**src/pcg_pkg.sv**
```systemverilog
// Purpose: Constants for the PLL clock generator control block
// Assumes: Byte-wide register port, offsets local to this block
// Notes: Reset values and field positions live here only
package pcg_pkg;

    // ------------------------------------------------------------
    // Register offsets
    // ------------------------------------------------------------
    localparam logic [2:0] OFF_CTRL = 3'h0;
    localparam logic [2:0] OFF_BW = 3'h1;
    localparam logic [2:0] OFF_MUL_HI = 3'h2;
    localparam logic [2:0] OFF_MUL_LO = 3'h3;
    localparam logic [2:0] OFF_VRS = 3'h4;
    localparam logic [2:0] OFF_RDS = 3'h5;

    // ------------------------------------------------------------
    // Control register fields
    // ------------------------------------------------------------
    localparam int CTRL_IE_BIT = 7;
    localparam int CTRL_FLAG_BIT = 6;
    localparam int CTRL_ON_BIT = 5;
    localparam int CTRL_BCS_BIT = 4;
    localparam int CTRL_PRE_LSB = 2;
    localparam int CTRL_VPR_LSB = 0;

    // ------------------------------------------------------------
    // Bandwidth register fields
    // ------------------------------------------------------------
    localparam int BW_AUTO_BIT = 7;
    localparam int BW_LOCK_BIT = 6;
    localparam int BW_ACQ_BIT = 5;

    // ------------------------------------------------------------
    // Reset values
    // ------------------------------------------------------------
    localparam logic RST_ON = 1'b1;
    localparam logic [3:0] RST_MUL_HI = 4'h0;
    localparam logic [7:0] RST_MUL_LO = 8'h40;
    localparam logic [7:0] RST_VRS = 8'h40;
    localparam logic [3:0] RST_RDS = 4'h1;
    localparam logic [11:0] MUL_ZERO = 12'h000;
    localparam logic [11:0] MUL_ONE = 12'h001;
    localparam logic [3:0] RDS_ZERO = 4'h0;
    localparam logic [3:0] RDS_ONE = 4'h1;
    localparam logic [7:0] VRS_ZERO = 8'h00;

endpackage : pcg_pkg

```
**src/pcg_top.sv**
```systemverilog
// Purpose: Digital control of a PLL clock generator behind a byte register port
// Assumes: Clock source inputs are sampled on core_clk_i, lock comes from the analog loop
// Notes: Outputs are registered, so each effect shows at least one cycle after its cause
//
// Behaviour
// - Auto mode: acquisition bit read-only, loop-driven
// - Manual mode: acquisition bit software read/write
// - Manual value held and restored after auto
// - Acquisition bit one is tracking, reset zero
// - Twelve-bit multiplier, zero behaves as one
// - Multiplier writes ignored while PLL on
// - Upper nibbles of high and divider zero
// - VCO range writes blocked while PLL on
// - Zero range disables PLL, clears select
// - VCO range resets to hex 40
// - Zero reference divider behaves as one
// - Auto mode lock change raises enabled interrupt
// - Flag sets regardless of enable; manual reads zero
// - VCO select not gated on lock
// - Wait mode changes nothing here
// - Stop without osc option silences everything
// - Stop clears select, stays clear after
// - Stop with osc option stops PLL only
// - Break without clear-enable protects the flag
// - Control register read clears the flag
// - Select needs PLL on; on held by select
// - Base clock is half selected source
//
// Strobed register access and the address map were decided locally.
`timescale 1ns/1ps

module pcg_top #(
    parameter int ADDR_W = 3
) (
    // Clock and reset
    input wire logic core_clk_i,
    input wire logic rst_n_i,
    // Register port
    input wire logic [ADDR_W-1:0] addr_i,
    input wire logic [7:0] wr_data_i,
    input wire logic wr_en_i,
    input wire logic rd_en_i,
    output logic [7:0] rd_data_o,
    // Analog loop and oscillator
    input wire logic crystal_clock_i,
    input wire logic vco_clock_i,
    input wire logic lock_i,
    input wire logic loop_tracking_i,
    // System integration unit
    input wire logic stop_mode_i,
    input wire logic osc_run_in_stop_i,
    input wire logic break_state_i,
    input wire logic break_clear_enable_i,
    // Clock and interrupt outputs
    output logic crystal_clock_out_o,
    output logic base_clock_out_o,
    output logic pll_interrupt_out_o,
    // Loop configuration outputs
    output logic pll_enable_o,
    output logic osc_enable_o,
    output logic auto_bandwidth_o,
    output logic acquisition_mode_bit_o,
    output logic [11:0] feedback_multiplier_o,
    output logic [7:0] vco_range_multiplier_o,
    output logic [3:0] reference_divider_value_o,
    output logic [1:0] prescale_o,
    output logic [1:0] vco_power_range_o
);

    // ------------------------------------------------------------
    // Parameter check
    // ------------------------------------------------------------
    if (ADDR_W < 3) begin : g_addr_chk
        $error("pcg_top: ADDR_W must be at least 3");
    end

    // ------------------------------------------------------------
    // State
    // ------------------------------------------------------------
    typedef struct packed {
        logic pll_irq_enable;
        logic pll_lock_change_flag;
        logic pll_power_on;
        logic base_clock_select;
        logic [1:0] pre;
        logic [1:0] vpr;
        logic auto_bw;
        logic acq_hold;
        logic [3:0] feedback_multiplier_high;
        logic [7:0] feedback_multiplier_low;
        logic [7:0] vco_range_multiplier;
        logic [3:0] reference_divider_value;
        logic lock_s1;
        logic lock_s2;
        logic lock_q;
        logic trk_s1;
        logic trk_s2;
        logic src_q;
        logic base_clk;
        logic xclk_out;
        logic irq;
        logic pll_en;
        logic osc_en;
        logic acq_out;
        logic [11:0] fb_mult;
        logic [3:0] ref_div;
        logic [7:0] rd_data;
    } pcg_state_t;

    pcg_state_t state_reg;
    pcg_state_t state_next;

    function automatic logic hit(input logic [ADDR_W-1:0] a, input logic [2:0] off);
        hit = (a == ADDR_W'(off));
    endfunction : hit

    // ------------------------------------------------------------
    // Next state
    // ------------------------------------------------------------
    logic wr_ctrl;
    logic rd_ctrl;
    logic lock_chg;
    logic flag_clr;
    logic vrs_zero;
    logic stop_all;
    logic src_now;
    logic acq_view;
    logic [11:0] mul_cat;
    logic [7:0] rd_mux;

    always_comb begin
        state_next = state_reg;
        wr_ctrl = wr_en_i && hit(addr_i, pcg_pkg::OFF_CTRL);
        rd_ctrl = rd_en_i && hit(addr_i, pcg_pkg::OFF_CTRL);
        lock_chg = state_reg.lock_s2 ^ state_reg.lock_q;
        flag_clr = rd_ctrl && !(break_state_i && !break_clear_enable_i);
        vrs_zero = (state_reg.vco_range_multiplier == pcg_pkg::VRS_ZERO);
        stop_all = stop_mode_i && !osc_run_in_stop_i;
        acq_view = state_reg.auto_bw ? state_reg.trk_s2 : state_reg.acq_hold;
        mul_cat = {state_reg.feedback_multiplier_high, state_reg.feedback_multiplier_low};

        // Lock and tracking synchronisers
        state_next.lock_s1 = lock_i;
        state_next.lock_s2 = state_reg.lock_s1;
        state_next.lock_q = state_reg.lock_s2;
        state_next.trk_s1 = loop_tracking_i;
        state_next.trk_s2 = state_reg.trk_s1;

        // Control register write
        if (wr_ctrl) begin
            state_next.pll_irq_enable = state_reg.auto_bw && wr_data_i[pcg_pkg::CTRL_IE_BIT];
            state_next.base_clock_select = wr_data_i[pcg_pkg::CTRL_BCS_BIT]
                && state_reg.pll_power_on && !vrs_zero;
            state_next.pll_power_on = wr_data_i[pcg_pkg::CTRL_ON_BIT]
                || state_reg.base_clock_select || state_next.base_clock_select;
            if (!state_reg.pll_power_on) begin
                state_next.pre = wr_data_i[pcg_pkg::CTRL_PRE_LSB +: 2];
                state_next.vpr = wr_data_i[pcg_pkg::CTRL_VPR_LSB +: 2];
            end
        end

        // Bandwidth register write
        if (wr_en_i && hit(addr_i, pcg_pkg::OFF_BW)) begin
            state_next.auto_bw = wr_data_i[pcg_pkg::BW_AUTO_BIT];
            if (!state_reg.auto_bw) begin
                state_next.acq_hold = wr_data_i[pcg_pkg::BW_ACQ_BIT];
            end
        end
        if (!state_next.auto_bw) begin
            state_next.pll_irq_enable = 1'b0;
        end

        // Programming registers, locked while the PLL runs
        if (wr_en_i && !state_reg.pll_power_on) begin
            if (hit(addr_i, pcg_pkg::OFF_MUL_HI)) begin
                state_next.feedback_multiplier_high = wr_data_i[3:0];
            end
            if (hit(addr_i, pcg_pkg::OFF_MUL_LO)) begin
                state_next.feedback_multiplier_low = wr_data_i;
            end
            if (hit(addr_i, pcg_pkg::OFF_VRS)) begin
                state_next.vco_range_multiplier = wr_data_i;
            end
            if (hit(addr_i, pcg_pkg::OFF_RDS)) begin
                state_next.reference_divider_value = wr_data_i[3:0];
            end
        end

        // Forced select clear on zero range or stop
        if (vrs_zero || stop_mode_i) begin
            state_next.base_clock_select = 1'b0;
        end

        // Lock change flag, set wins over clear
        if (!state_reg.auto_bw) begin
            state_next.pll_lock_change_flag = 1'b0;
        end else if (lock_chg) begin
            state_next.pll_lock_change_flag = 1'b1;
        end else if (flag_clr) begin
            state_next.pll_lock_change_flag = 1'b0;
        end

        // Base clock divide by two of the selected source
        src_now = state_reg.base_clock_select ? vco_clock_i : crystal_clock_i;
        state_next.src_q = src_now;
        if (stop_all) begin
            state_next.base_clk = 1'b0;
        end else if (src_now && !state_reg.src_q) begin
            state_next.base_clk = !state_reg.base_clk;
        end

        // Registered outputs; wait mode has no effect here
        state_next.osc_en = !stop_all;
        state_next.xclk_out = crystal_clock_i && !stop_all;
        state_next.pll_en = state_reg.pll_power_on && !vrs_zero && !stop_mode_i;
        state_next.irq = state_reg.pll_lock_change_flag && state_reg.pll_irq_enable
            && state_reg.auto_bw && !stop_all;
        state_next.acq_out = acq_view;
        state_next.fb_mult = (mul_cat == pcg_pkg::MUL_ZERO) ? pcg_pkg::MUL_ONE : mul_cat;
        state_next.ref_div = (state_reg.reference_divider_value == pcg_pkg::RDS_ZERO)
            ? pcg_pkg::RDS_ONE : state_reg.reference_divider_value;

        // Read data, valid only in the cycle after the strobe
        rd_mux = 8'h00;
        if (hit(addr_i, pcg_pkg::OFF_CTRL)) begin
            rd_mux = {state_reg.pll_irq_enable,
                state_reg.auto_bw && state_reg.pll_lock_change_flag,
                state_reg.pll_power_on, state_reg.base_clock_select,
                state_reg.pre, state_reg.vpr};
        end else if (hit(addr_i, pcg_pkg::OFF_BW)) begin
            rd_mux = {state_reg.auto_bw, state_reg.auto_bw && state_reg.lock_s2,
                acq_view, 5'h00};
        end else if (hit(addr_i, pcg_pkg::OFF_MUL_HI)) begin
            rd_mux = {4'h0, state_reg.feedback_multiplier_high};
        end else if (hit(addr_i, pcg_pkg::OFF_MUL_LO)) begin
            rd_mux = state_reg.feedback_multiplier_low;
        end else if (hit(addr_i, pcg_pkg::OFF_VRS)) begin
            rd_mux = state_reg.vco_range_multiplier;
        end else if (hit(addr_i, pcg_pkg::OFF_RDS)) begin
            rd_mux = {4'h0, state_reg.reference_divider_value};
        end
        state_next.rd_data = rd_en_i ? rd_mux : 8'h00;
    end

    // ------------------------------------------------------------
    // Registers
    // ------------------------------------------------------------
    always_ff @(posedge core_clk_i or negedge rst_n_i) begin
        if (!rst_n_i) begin
            state_reg <= '0;
            state_reg.pll_power_on <= pcg_pkg::RST_ON;
            state_reg.acq_hold <= 1'b0;
            state_reg.feedback_multiplier_high <= pcg_pkg::RST_MUL_HI;
            state_reg.feedback_multiplier_low <= pcg_pkg::RST_MUL_LO;
            state_reg.vco_range_multiplier <= pcg_pkg::RST_VRS;
            state_reg.reference_divider_value <= pcg_pkg::RST_RDS;
            state_reg.fb_mult <= {pcg_pkg::RST_MUL_HI, pcg_pkg::RST_MUL_LO};
            state_reg.ref_div <= pcg_pkg::RST_RDS;
        end else begin
            state_reg <= state_next;
        end
    end

    // ------------------------------------------------------------
    // Outputs
    // ------------------------------------------------------------
    assign rd_data_o = state_reg.rd_data;
    assign crystal_clock_out_o = state_reg.xclk_out;
    assign base_clock_out_o = state_reg.base_clk;
    assign pll_interrupt_out_o = state_reg.irq;
    assign pll_enable_o = state_reg.pll_en;
    assign osc_enable_o = state_reg.osc_en;
    assign auto_bandwidth_o = state_reg.auto_bw;
    assign acquisition_mode_bit_o = state_reg.acq_out;
    assign feedback_multiplier_o = state_reg.fb_mult;
    assign vco_range_multiplier_o = state_reg.vco_range_multiplier;
    assign reference_divider_value_o = state_reg.ref_div;
    assign prescale_o = state_reg.pre;
    assign vco_power_range_o = state_reg.vpr;
endmodule : pcg_top

```
**config.mk**
```make
export PLATFORM = sky130hd
export DESIGN_NAME = pcg_top
export DESIGN_NICKNAME = d
export VERILOG_FILES = /design/src/pcg_pkg.sv /design/src/pcg_top.sv
export SDC_FILE = /design/constraint.sdc
export NUM_CORES = 1
export LEC_CHECK = 0
export BUFFER_PORTS_ARGS = -buffer_cell sky130_fd_sc_hd__buf_4
export CAP_MARGIN = 20
export CELL_PAD_IN_SITES_DETAIL_PLACEMENT = 0
export CELL_PAD_IN_SITES_GLOBAL_PLACEMENT = 1
export CORE_MARGIN = 10
export CORE_UTILIZATION = 43
export DETAILED_ROUTE_END_ITERATION = 7
export PLACE_DENSITY_LB_ADDON = 0.15
export SLEW_MARGIN = 20
export SYNTH_ARGS = -nofsm -noshare
export SYNTH_HDL_FRONTEND = slang
export SYNTH_SLANG_ARGS = --single-unit
```
**constraint.sdc**
```tcl
create_clock -name core_clk_i -period 1.6 [get_ports core_clk_i]
set_input_delay 0.16 -clock core_clk_i [delete_from_list [all_inputs] [get_ports core_clk_i]]
set_output_delay 0.16 -clock core_clk_i [all_outputs]
set_load 0.02 [all_outputs]
```
Yosys cells after proc, flatten, opt, wreduce, memory -nomap -nowiden
Cells that the tools add are included.
{"block": "word_totals", "wordCells": 103, "out_inout_bits": 43, "in_bits": 23, "reg_bits": 70}
{"block": "classes", "bitwise_logic": 3, "mux": 23, "n_reduce_logical": 43, "n_eq_ne": 7}
{"operator": "two-way mux 8 bit", "n": 6}
{"operator": "logical AND 1 bit", "n": 19}
{"operator": "zero test 12 bit", "n": 1}
{"operator": "two-way mux 12 bit", "n": 1}
{"operator": "two-way mux 4 bit", "n": 3}
{"operator": "AND reduction 2 bit", "n": 6}
{"operator": "two-way mux 1 bit", "n": 11}
{"operator": "zero test 1 bit", "n": 9}
{"operator": "zero test 8 bit", "n": 1}
{"operator": "== test 3 x 2 -> 1 bit (second input constant)", "n": 2}
{"operator": "== test 3 bit (second input constant)", "n": 2}
{"operator": "two-way mux 5 bit", "n": 1}
{"operator": "zero test 4 bit", "n": 1}
{"operator": "nonzero test 2 bit", "n": 2}
{"operator": "== test 3 x 1 -> 1 bit (second input constant)", "n": 1}
{"operator": "zero test 3 bit", "n": 1}
{"operator": "logical OR 1 bit", "n": 3}
{"operator": "!= test 3 x 1 -> 1 bit (second input constant)", "n": 1}
{"operator": "two-way mux 2 bit", "n": 1}
{"operator": "!= test 2 x 1 -> 1 bit (second input constant)", "n": 1}
{"operator": "inverter 1 bit", "n": 2}
{"operator": "XOR 1 bit", "n": 1}

Depth between registers and ports, before layout
Gate-level depths: netlist of run 1.
{"block": "logic_depth", "depth_word": 8, "depth_mapped": 5, "ltp_nobuf": 3}

Worst setup path after synthesis of run 1
No wires, ideal clock.
{"block": "synth_path", "path_type": "register to register", "startpoint": "register state_reg[67] in the netlist's numbering", "endpoint": "register state_reg, in the netlist mul_cat[0]", "period_less_slack_ns": 1.309, "setup_ns": 0.125, "n_path_buf": 1, "required_ns": 1.475, "slack_ns": 0.291, "stages_incl_launch_ff": 5, "t_arrival_ns": 1.185, "path_cell_list": "dfstp_2 -> nor3b_2 -> and3_1 -> buf_6 -> mux2_2"}
{"block": "synth_via", "elab_chain_len": 3}
{"item": "start: declaration", "line": "pcg_top.sv:110", "source": "pcg_state_t state_reg;"}
{"item": "start signal: assignment", "line": "pcg_top.sv:260", "source": "state_reg <= state_next;"}
{"item": "zero test 1 bit", "line": "pcg_top.sv:174", "source": "if (wr_en_i && !state_reg.pll_power_on) begin"}
{"item": "logical AND 1 bit", "line": "pcg_top.sv:174"}
{"item": "AND reduction 2 bit (no line)"}
Every way passes these cells.
A chain may end at the register's enable or synchronous reset.

Final worst setup path of run 1
Same ends and word-level chain as after synthesis.

==> summary.md, run 1 <==
| Metric | Value |
|---|---|
| CTS H-tree depth | `3` |
| Layout Nets | `297` |
| Vias in the first global route | `between 1,500 and 2,000` |
| Grt ovf | `0` |
| Layout cells sized above 1 | `0.487` |
| Fin util | `0.509` |
| CP Buf/Inv Count | `0` |
| Leak | `around 0.0017 uW` |
| Syn_nets | `between 200 and 300` |
| Pwr Total | `5870 uW` |
| Synth area leaders | `dfrtp_1 51%, mux2_2 13%, buf_4 9.1%, dfstp_2 5.0%, clkbuf_1 1.7%` |
| PD cells | `between 1500 and 2000 nW/um^2` |
| Largest family of logic cells by synthesized area | `multiplexers` |
| Drt wl/cell | `17.3 um` |
| Dominant synthesized flop cell | `dfrtp_1` |
| Slew HR | `0.733` |
| Clk sinks | `70` |
| Post-synthesis mux area share | `0.149` |
| Achievable Freq | `695 MHz` |
| Root Buffer | `clkbuf_8` |
| Post-Syn Area | `~3100 um^2` |
| Critical path class | `reg -> reg` |
| Port Buffer Count | `65` |
| Drt first pass iters | `4` |
| Synth unique cells | `44` |
| Yosys reg bits | `70` |
| Max Slew Vio Count | `0` |
| DRT antenna net count | `0` |
| Slack of the critical path | `0.162 ns` |
| Die Span Y | `105 um` |
| Critical Path Max Stage Delay | `0.40 ns` |
| P&R area growth vs syn | `16.5%` |
| Worst Skew | `0.00641 ns` |
| Grt met2 use | `0.180` |
| Cell count after synthesis | `247` |
| EDFF count, synth | `0` |
| DRC viols | `0` |
| GRT Total Usage | `0.126` |
| Peak supply drop | `0.659 mV` |
| Crit-path slowest cell | `dfstp_2` |
| Sequential power share | `0.463` |
| Initial antenna violation count | `0` |
| RSZ-0062 raised after global routing | `no` |
| Dpl ws | `0.0784 ns` |
| Worst endpoint required time | `between 1.5 and 2 ns` |
| Initial Util | `0.437` |
| Crit end category | `flip-flop` |
| Status | `finished, final reports clean` |
| CTS Buffer Depth | `2` |
| Post-Syn Area per Cell | `12.7 um^2` |
| Vias | `1,823` |
| Setup TNS | `0 ns` |
| Simple-gate share of the synthesized area | `0.100` |
| Initial detailed-routing violation count | `92` |
| Fin crit share | `0.899` |
| Logic pwr share | `0.294` |
| Seq/Total Area, Yosys | `0.561` |
| Worst Path Max Fanout | `8` |
| First-pass GRT wire length | `11,000 um` |
| TritonCTS clock tree | `yes` |
| Delay-heaviest family, CP | `simple AND/OR/NAND/NOR gates` |
| Critical path cell sequence | `nor3b_2 > and3_2 > mux2_2` |
| Worst hold slack | `0.0388 ns` |
| Core Region | `around 7200 um^2` |
| Diode count | `0` |
| Gpl congestion | `0.770` |
| Tmin final | `between 1 and 1.5 ns` |
| Grt peak-use layer | `met2` |
| Sw Ratio | `0.319` |
| Post-synth top area share | `0.510` |
| WL final | `6540 um` |
| Die area | `around 11,000 um^2` |
| Io pins | `66` |
| Compound-Gate Fraction of Synth Area | `0.0606` |
| Hold/Removal Path Class | `in -> reg` |
| Via-per-instance ratio | `4.82` |
| Largest area contributor in the netlist | `dfrtp_1` |
| Crit start category | `flip-flop` |
| Cts bufs inserted | `9` |
| Hpwl dp | `4830 um` |
| Later-pin clock latency in the skew report | `0.34 ns` |
| Final hold violation count | `0` |
| Xor and xnor area share after synthesis | `0.00279` |
| Asr flop ratio synth | `1.00` |
| Final setup fails | `0` |
| DIE WIDTH | `105 um` |
| GR Layer Usage met1 | `0.163` |
| Critical Path AT | `1.66 ns` |
| Max-cap viol count | `0` |
| Clock share of power | `0.243` |
| Clk pin slew, worst setup/hold paths | `0.07 ns` |
| Adder-Cell Fraction of Synth Area | `0` |
| Post-CTS Setup Inserts | `0` |
| Internal power | `4000 uW` |
| Fillers | `673` |
| Largest net degree at the start of global routing | `43` |
| Worst Tran Pin Value | `around 0.4 ns` |
| Met3 Use GR | `0.0585` |
| Num rows | `31` |
| Yosys warnings | `0` |
| Psw | `between 1500 and 2000 uW` |
==> per-stage QoR <==
step	instances	area (um^2)
finish	378	3650
global route	378	3650
CTS	378	3650
detailed placement	358	3410
global placement	358	3410
floorplan	247	3140
==> timing repair <==
action,CTS,global route
setup endpoints to repair,0,8
resized for setup,0,1
hold buffers,4,0
endpoints found under the hold margin,28,0
==> layout make-up <==
type | instances | area (um^2) | area share
Tap cell | 99 | 124 | 0.0339
Multi-Input combinational cell | 116 | 982 | 0.269
Sequential cell | 70 | 1760 | 0.481
Inverter | 3 | 11.3 | 0.00308
Clock buffer | 12 | 155 | 0.0425
Timing Repair Buffer | 74 | 578 | 0.158
Clock inverter | 4 | 45.0 | 0.0123
==> synthesized netlist by cell type (all sizes together), types with 2 or more instances <==
library cell   n
a22oi          5
a31oi          3
and3           2
and3b          2
buf           44
clkbuf        14
dfrtp         64
dfstp          6
inv            3
mux2          37
mux2i          5
nand2          6
nand2b         5
nand3b         4
nor2           5
nor2b          3
nor3           5
nor4           3
o21ai          9
o41ai          2
or4            2
==> metal layers <==
| metal | vias up | wire (um) |
|---|---|---|
| met1 | 901 | 3060 |
| li1 | 873 | - |
| met4 | 0 | 82 |
| met5 | - | 0 |
| met3 | 7 | 441 |
| met2 | 42 | 2950 |
==> cell usage in the layout (no fill, tap or decap), types with 2 or more instances in the layout <==
cell | Yosys | final
nand2b_1 | 5 | 5
nor2b_1 | 3 | 3
mux2_2 | 37 | 37
buf_4 | 38 | 69
or4_1 | 2 | 2
nand3b_1 | 3 | 3
a31oi_1 | 3 | 3
dfstp_2 | 6 | 6
clkinv_2 | 0 | 3
inv_1 | 3 | 3
mux2i_1 | 5 | 5
a22oi_1 | 5 | 5
nor4_1 | 3 | 3
o41ai_1 | 2 | 2
clkbuf_8 | 0 | 11
dfrtp_1 | 64 | 64
nor2_1 | 4 | 4
o21ai_0 | 9 | 9
and3b_1 | 2 | 2
dlygate4sd3_1 | 0 | 4
nor3_1 | 4 | 4
nand2_1 | 6 | 6
==> power groups by stage <==
stage	logic [uW]	registers [uW]	clock network (uW)
floorplan	1510	2650	0
global placement	1740	2750	0
detailed placement	1750	2750	0
CTS	1770	2730	1480
global route	1870	2810	1540
finish	1720	2720	1430
==> worst paths after layout <==
kind                                 startpoint                  endpoint  slack, ns  cells after the start
worst max-delay path              state_reg[67]                mul_cat[0]       0.16                      3
worst min-delay path            crystal_clock_i       crystal_clock_out_o       0.04                      2
worst max register to register    state_reg[67]                mul_cat[0]       0.16                      3
worst min register to register   state_next[31]             state_reg[31]       0.35                      0
max in group asynchronous               rst_n_i                mul_cat[6]       0.70                      3
min in group asynchronous               rst_n_i  feedback_multiplier_o[8]       0.29                      2
==> cell families (layout without fill, tap and decap cells) <==
kind of cell | Yosys count | after routing
muxes | 42 | 42
buffers and inverters | 61 | 93
AOI/OAI and AO/OA | 28 | 28
DFF | 70 | 70
and+or+nand+nor | 45 | 45
xor gates and xnor gates | 1 | 1
==> worst reg2reg max path, cell delays in order (launching register included) <==
cell and delay, ns:
dfstp_2 0.40, nor3b_2 0.23, and3_2 0.33, mux2_2 0.36
Power figures use the tool's default switching activity.
==> inputs of run 2 (changes only) <==
Settings changed: ABC_AREA set to 1, CORE_UTILIZATION 43 to 42.
==> run 2 against run 1 <==
Net effect:
- final cell count grew 25%
- combinational power shrank 30%
- die area grew 5.0%
- via count grew 21%
- total power shrank 14%
- fmax grew 17%
- critical endpoint is now vco_range_multiplier_o[6]
- largest cell class unchanged
- largest power group unchanged
- highest routed layer unchanged
==> summary.md, run 2 <==
| Metric | Value |
|---|---|
| Status | `finished, final reports clean (unchanged)` |
| Yosys warnings | `0 (unchanged)` |
| EDFF count, synth | `0 (unchanged)` |
| Cts bufs inserted | `9 (unchanged)` |
| CTS H-tree depth | `3 (unchanged)` |
| Yosys reg bits | `70 (unchanged)` |
| Worst Path Max Fanout | `4 (was 8)` |
| Delay-heaviest family, CP | `flip-flops (was simple AND/OR/NAND/NOR gates)` |
| Vias | `2,200 (was 1,823)` |
| Crit end category | `primary output (was flip-flop)` |
| Dominant synthesized flop cell | `dfrtp_1 (unchanged)` |
| Peak supply drop | `0.561 mV (was 0.659 mV)` |
| Leak | `0.00187 uW (was 0.00175 uW)` |
| Pwr Total | `5050 uW (was 5870 uW)` |
| Vias in the first global route | `2,271 (was 1,968)` |
| Initial antenna violation count | `0 (unchanged)` |
| Clk sinks | `70 (unchanged)` |
| Hpwl dp | `5520 um (was 4830 um)` |
| Largest net degree at the start of global routing | `40 (was 43)` |
| Critical Path AT | `1.07 ns (was 1.66 ns)` |
| Critical path cell sequence | `buf_4 (was nor3b_2 > and3_2 > mux2_2)` |
| Most common cell after layout, fill and taps aside | `buf_4 (unchanged)` |
| Crit-path slowest cell | `dfstp_2 (unchanged)` |
| Hold/Removal Path Class | `in -> reg (unchanged)` |
| Critical Path Max Stage Delay | `0.57 ns (was 0.40 ns)` |
| GRT Total Usage | `0.131 (was 0.126)` |
| Post-synth top area share | `0.492 (was 0.510)` |
| First-pass GRT wire length | `11,900 um (was 11,000 um)` |
| Initial detailed-routing violation count | `97 (was 92)` |
| Die area | `11,700 um^2 (was 11,100 um^2)` |
| PD cells | `1340 nW/um^2 (was 1610 nW/um^2)` |
| Asr flop ratio synth | `1.00 (unchanged)` |
| RSZ-0062 raised after global routing | `no (unchanged)` |
| Post-Syn Area | `3250 um^2 (was 3140 um^2)` |
| Synth unique cells | `37 (was 44)` |
| Post-CTS Setup Inserts | `0 (unchanged)` |
| Later-pin clock latency in the skew report | `0.35 ns (was 0.34 ns)` |
| Drt first pass iters | `4 (unchanged)` |
| Tmin final | `1.23 ns (was 1.44 ns)` |
| List of most frequent post-synthesis cells | `64 x dfrtp_1, 56 x nand2_1, 36 x buf_4, 30 x inv_1, 23 x nor2_1 (was 64 x dfrtp_1, 38 x buf_4, 37 x mux2_2, 14 x clkbuf_1, 9 x o21ai_0)` |
| Num rows | `32 (was 31)` |
| Synth area leaders | `dfrtp_1 49%, buf_4 8.3%, nand2_1 6.5%, dfstp_2 4.8%, o21ai_2 4.6% (was dfrtp_1 51%, mux2_2 13%, buf_4 9.1%, dfstp_2 5.0%, clkbuf_1 1.7%)` |
| Critical path class | `reg -> out (was reg -> reg)` |
| Root Buffer | `clkbuf_8 (unchanged)` |
| Final hold violation count | `0 (unchanged)` |
| Final setup fails | `0 (unchanged)` |
| Worst endpoint required time | `1.44 ns (was 1.82 ns)` |
| Setup TNS | `0 ns (unchanged)` |
| Crit start category | `flip-flop (unchanged)` |
| DRC viols | `0 (unchanged)` |
| Resized cells post-CTS | `0 (unchanged)` |
| WL final | `7210 um (was 6540 um)` |
| P&R area growth vs syn | `15.8% (was 16.5%)` |
| Largest area contributor in the netlist | `dfrtp_1 (unchanged)` |
| Clk pin slew, worst setup/hold paths | `0.07 ns (about the same)` |
| Grt ovf | `0 (unchanged)` |
| DIE WIDTH | `108 um (was 105 um)` |
| Max Slew Vio Count | `0 (unchanged)` |
| DRT antenna net count | `0 (unchanged)` |
| Via-per-instance ratio | `4.67 (was 4.82)` |
| CTS Hold Bufs | `3 (was 4)` |
| Port Buffer Count | `65 (unchanged)` |
| Io pins | `66 (unchanged)` |
| CP Buf/Inv Count | `1 (was 0)` |
| Worst Skew | `0.0117 ns (was 0.00641 ns)` |
| Commonest cells after routing, fill and taps aside | `67 x buf_4, 64 x dfrtp_1, 56 x nand2_1 (was 69 x buf_4, 64 x dfrtp_1, 37 x mux2_2)` |
| Syn_nets | `359 (was 270)` |
| CTS Buffer Depth | `2 (unchanged)` |
| Slew HR | `0.779 (was 0.733)` |
| Max-cap viol count | `0 (unchanged)` |
| Fin crit share | `0.771 (was 0.899)` |
| Drt wl/cell | `15.3 um (was 17.3 um)` |
| Worst Tran Pin Value | `0.331 ns (was 0.400 ns)` |
| Post-Syn Area per Cell | `9.68 um^2 (was 12.7 um^2)` |
| Most numerous cell in the Yosys netlist | `dfrtp_1 (unchanged)` |
| Seq/Total Area, Yosys | `0.541 (was 0.561)` |
| Initial Util | `0.425 (was 0.437)` |
| Cell count after synthesis | `336 (was 247)` |
| Die Span Y | `108 um (was 105 um)` |
| Core Region | `7650 um^2 (was 7180 um^2)` |
| Layout Nets | `387 (was 297)` |
| Layout cells sized above 1 | `0.347 (was 0.487)` |
| TritonCTS clock tree | `yes (unchanged)` |
| Diode count | `0 (unchanged)` |
| Achievable Freq | `811 MHz (was 695 MHz)` |
| Gpl congestion | `0.800 (was 0.770)` |
-- run 2: changes by cell type in the layout (fill, tap and decap cells not counted), moves of 6 or more --
cell | before | now
nand4_1 | 0 | 6
nor2_1 | 4 | 23
mux2_2 | 37 | 0
o21ai_2 | 0 | 17
inv_1 | 3 | 30
nand2_1 | 6 | 56
o21ai_0 | 9 | 21
a21oi_1 | 1 | 9
nand3_1 | 1 | 16
-- run 2: logic make-up after synthesis --
family	after synthesis	share of synthesized area
xor+xnor	1	0.00269
buf+inv	90	0.157
compound gates	54	0.107
flops	70	0.541
simple gates	121	0.193
-- run 2: where the power goes --
part	switching, uW	total [uW]	internal (uW)	leakage [uW]
combinational	698	1200	501	0.000906
clock	651	1450	804	0.0000996
sequential	263	2390	2130	0.000864
-- run 2: path summary, 6_finish.rpt --
check / startpoint / to / slack [ns] / cells after the start
worst max-delay path: vco_range_multiplier_o[6] / vco_range_multiplier_o[6] / 0.37 / 1
worst min-delay path: wr_data_i[0] / state_reg[36] / 0.03 / 3
worst max register to register: state_reg[67] / mul_cat[11] / 0.41 / 4
worst min register to register: state_next[31] / state_reg[31] / 0.35 / 0
max in group asynchronous: rst_n_i / state_reg[67] / 0.83 / 3
min in group asynchronous: rst_n_i / state_reg[31] / 0.20 / 2
-- run 2: layer usage --
metal | up-vias | track usage | routed length (um) | share of wire
met1 | 1030 | 0.173 | 3280 | 0.45
met4 | 0 | 0.0515 | 132 | 0.018
met3 | 12 | 0.0482 | 534 | 0.074
li1 | 1089 | - | - | -
met2 | 69 | 0.192 | 3270 | 0.45
met5 | - | 0 | 0 | 0
-- run 2: worst reg2reg max path: stages, from the launching register on --
cell,delay (ns)
dfstp_2,0.42
nor2_4,0.22
nand3_1,0.24
nand2_1,0.11
o21ai_0,0.08
-- run 2: cell type report --
class / instances / area, um^2
Inverter: 36 / 144
Sequential cell: 70 / 1760
Tap cell: 102 / 128
Multi-Input combinational cell: 176 / 982
Timing Repair Buffer: 71 / 553
Clock buffer: 13 / 159
Fill cell: 753 / 3880
Clock inverter: 3 / 42.5
-- run 2: through the flow --
stage / hold slack, ns / setup slack (ns) / util / cells / area (um^2)
final: 0.0335 / 0.367 / 0.493 / 471 / 3770
after global routing: 0.0325 / 0.330 / 0.493 / 471 / 3770
after CTS: 0.0255 / 0.356 / 0.493 / 471 / 3770
after detailed placement: 0.0375 / 0.295 / 0.462 / 452 / 3540
after global placement: 0.0364 / 0.304 / 0.462 / 452 / 3540
after floorplan: -0.136 / 0.477 / - / 336 / 3250
==> inputs of run 3 (changes only) <==
Settings changed: ABC_AREA 1 to 0, CORE_UTILIZATION 42 to 39.
Clock period 1.6 ns to 1.1 ns, I/O delays scaled along.
==> run 3 against run 2 <==
Net effect:
- the flow now finishes with violations (negative setup slack)
- non-clock buffer count rose by 51
- sequential power rose by 61%
- sequential share of layout area fell by 6.4 points
- global-route usage fell by 0.41 points
- clock skew fell by 0.0070 ns
- largest cell class unchanged
- total power rose by 91%
- via count fell by 7.3%
- design area rose by 16%
- critical endpoint is now vco_power_range_o[0]
- combinational power rose to 3.3 times the previous value
- largest power group is now combinational cells
- clock power rose by 26%
- register-to-register slack got worse by 0.65 ns
==> summary.md, run 3 (same netlist as run 1, synthesis figures left out) <==
| Metric | Value |
|---|---|
| TritonCTS clock tree | `yes (unchanged)` |
| Layout cells sized above 1 | `0.624 (was 0.347)` |
| Slew HR | `0.735 (was 0.779)` |
| Critical path class | `reg -> reg (was reg -> out)` |
| Most common cell after layout, fill and taps aside | `buf_4 (unchanged)` |
| Final setup fails | `38 (was 0)` |
| Vias in the first global route | `2,227 (was 2,271)` |
| First-pass GRT wire length | `11,700 um (was 11,900 um)` |
| Fillers | `678 (was 753)` |
| Failing checks | `negative setup slack` |
| Critical Path Max Stage Delay | `0.56 ns (was 0.57 ns)` |
| Later-pin clock latency in the skew report | `0.34 ns (was 0.35 ns)` |
| Area of the multi-input gates | `1200 um^2 (was 982 um^2)` |
| Fin crit share | `1.22` |
| CTS Buffer Depth | `2 (unchanged)` |
| Leak | `0.00211 uW (was 0.00187 uW)` |
| Clk sinks | `70 (unchanged)` |
| Status | `finished, violations left (was finished, final reports clean)` |
| Crit start category | `flip-flop (unchanged)` |
| Initial antenna violation count | `0 (unchanged)` |
| Hold/Removal Path Class | `in -> reg (unchanged)` |
| Largest net degree at the start of global routing | `41 (was 40)` |
| Gpl congestion | `0.817 (was 0.800)` |
| Num rows | `32 (unchanged)` |
| Worst Skew | `0.00473 ns (was 0.0117 ns)` |
| Final hold violation count | `0 (unchanged)` |
| Hpwl dp | `5400 um (was 5520 um)` |
| RSZ-0062 raised after global routing | `yes (was no)` |
| Root Buffer | `clkbuf_8 (unchanged)` |
| Diode count | `0 (unchanged)` |
| WL final | `7240 um (was 7210 um)` |
| Die Span Y | `110 um (was 108 um)` |
| Critical path cell sequence | `nor3b_4 > buf_4 > buf_6 > nand2_8 > mux2_4 (was buf_4)` |
| Dpl ws | `-0.272 ns (was 0.295 ns)` |
| DRC viols | `0 (unchanged)` |
| Initial detailed-routing violation count | `62 (was 97)` |
| Peak supply drop | `1.12 mV (was 0.561 mV)` |
| Port Buffer Count | `65 (unchanged)` |
| Initial Util | `0.404 (was 0.425)` |
| Cts bufs inserted | `9 (unchanged)` |
| Critical Path AT | `1.57 ns (was 1.07 ns)` |
| Total area of sequential cells | `1760 um^2 (about the same)` |
| Tmin final | `1.34 ns` |
| Slack of the critical path | `-0.243 ns (was 0.367 ns)` |
| Worst Path Max Fanout | `4 (unchanged)` |
| Worst endpoint required time | `1.33 ns (was 1.44 ns)` |
| Crit-path slowest cell | `dfstp_2 (unchanged)` |
| CTS H-tree depth | `3 (unchanged)` |
| Io pins | `66 (unchanged)` |
| Achievable Freq | `about 740 MHz` |
| Core Region | `7770 um^2 (was 7650 um^2)` |
| DRT antenna net count | `0 (unchanged)` |
| Drt wl/cell | `16.9 um (was 15.3 um)` |
| Via-per-instance ratio | `4.75 (was 4.67)` |
| PD cells | `2200 nW/um^2 (was 1340 nW/um^2)` |
| Commonest cells after routing, fill and taps aside | `84 x buf_4, 62 x dfrtp_1, 28 x buf_6 (was 67 x buf_4, 64 x dfrtp_1, 56 x nand2_1)` |
| Max-cap viol count | `0 (unchanged)` |
| Layout Nets | `345 (was 387)` |
| DIE WIDTH | `110 um (was 108 um)` |
| Worst Tran Pin Value | `0.397 ns (was 0.331 ns)` |
| Pwr Total | `9630 uW (was 5050 uW)` |
| Drt first pass iters | `4 (unchanged)` |
| Grt ovf | `0 (unchanged)` |
| Die area | `12,000 um^2 (was 11,700 um^2)` |
| P&R area growth vs syn | `39.4% (was 15.8%)` |
| Clk pin slew, worst setup/hold paths | `0.07 ns (about the same)` |
| Crit end category | `flip-flop (was primary output)` |
| Max Slew Vio Count | `0 (unchanged)` |
| Vias | `2,039 (was 2,200)` |
| GRT Total Usage | `0.127 (was 0.131)` |
run 3: cell types whose count changed in the layout (fill, tap and decap cells not counted), sizes merged, moves of 4 or more:
| cell | previous run | this run |
|---|---|---|
| nand2 | 64 | 6 |
| buf | 68 | 117 |
| mux2 | 0 | 37 |
| inv | 35 | 3 |
| o21ai | 39 | 9 |
| nor2 | 28 | 5 |
| nand3 | 19 | 1 |
| a21oi | 9 | 1 |
| nand4 | 6 | 0 |
| a22oi | 0 | 5 |
| mux2i | 0 | 5 |
| nand2b | 0 | 5 |
| nand3b | 0 | 4 |
run 3: path summary, 6_finish.rpt:
| kind | end | depth (start not counted) | from | slack, ns |
|---|---|---|---|---|
| min in group asynchronous | base_clock_out_o | 2 | rst_n_i | 0.14 |
| setup / recovery | vco_power_range_o[0] | 5 | state_reg[67] | -0.24 |
| max in group asynchronous | mul_cat[6] | 3 | rst_n_i | 0.47 |
| hold / removal | mul_cat[6] | 2 | wr_data_i[6] | 0.03 |
| setup reg to reg | vco_power_range_o[0] | 5 | state_reg[67] | -0.24 |
| hold reg to reg | state_reg[31] | 0 | state_next[31] | 0.35 |
run 3: what timing repair did:
item | CTS | global route
endpoints found under the hold margin | 73 | 0
buffers inserted | 10 | 6
pin swaps | 12 | 8
resized for setup | 56 | 22
hold buffers | 5 | 0
endpoints found under the setup margin | 47 | 52
run 3: final cells by class:
type                       instances  share of cell area
tap                              102              0.0292
multi-input combinational        116               0.275
clock buffer                      10              0.0315
sequential                        70               0.403
inverter                           3             0.00257
clock inverter                     6             0.00858
timing repair buffer             122               0.251
run 3: per-layer routing:
| metal | vias up | track usage | share of wire |
|---|---|---|---|
| met4 | 0 | 0.0530 | 0.014 |
| met1 | 1005 | 0.170 | 0.45 |
| met3 | 10 | 0.0363 | 0.067 |
| met5 | - | 0 | 0 |
| li1 | 967 | - | - |
| met2 | 57 | 0.189 | 0.47 |
run 3: critical path, delay by kind of cell, from the launching register on:
kind / cells / cell delay (ns)
buffers and inverters: 2 / 0.25
DFF: 1 / 0.56
muxes: 1 / 0.30
and+or+nand+nor: 2 / 0.12
run 3: power by group:
group / switching (uW) / internal, uW
combinational: 1710 / 2250
sequential: 456 / 3400
clock: 952 / 865
total: 3120 / 6510
run 3: through the flow:
| step | TNS [ns] | cells | hold WS, ns | instance area [um^2] | utilization |
|---|---|---|---|---|---|
| finish | -6.15 | 429 | 0.0348 | 4370 | 0.563 |
| global route | -7.72 | 429 | 0.0227 | 4370 | 0.563 |
| CTS | -6.11 | 426 | 0.0240 | 4290 | 0.552 |
| detailed placement | -6.73 | 396 | -0.0511 | 3790 | 0.488 |
| global placement | -6.53 | 396 | -0.0527 | 3790 | 0.488 |
| floorplan | -4.88 | 247 | -0.186 | 3190 | - |
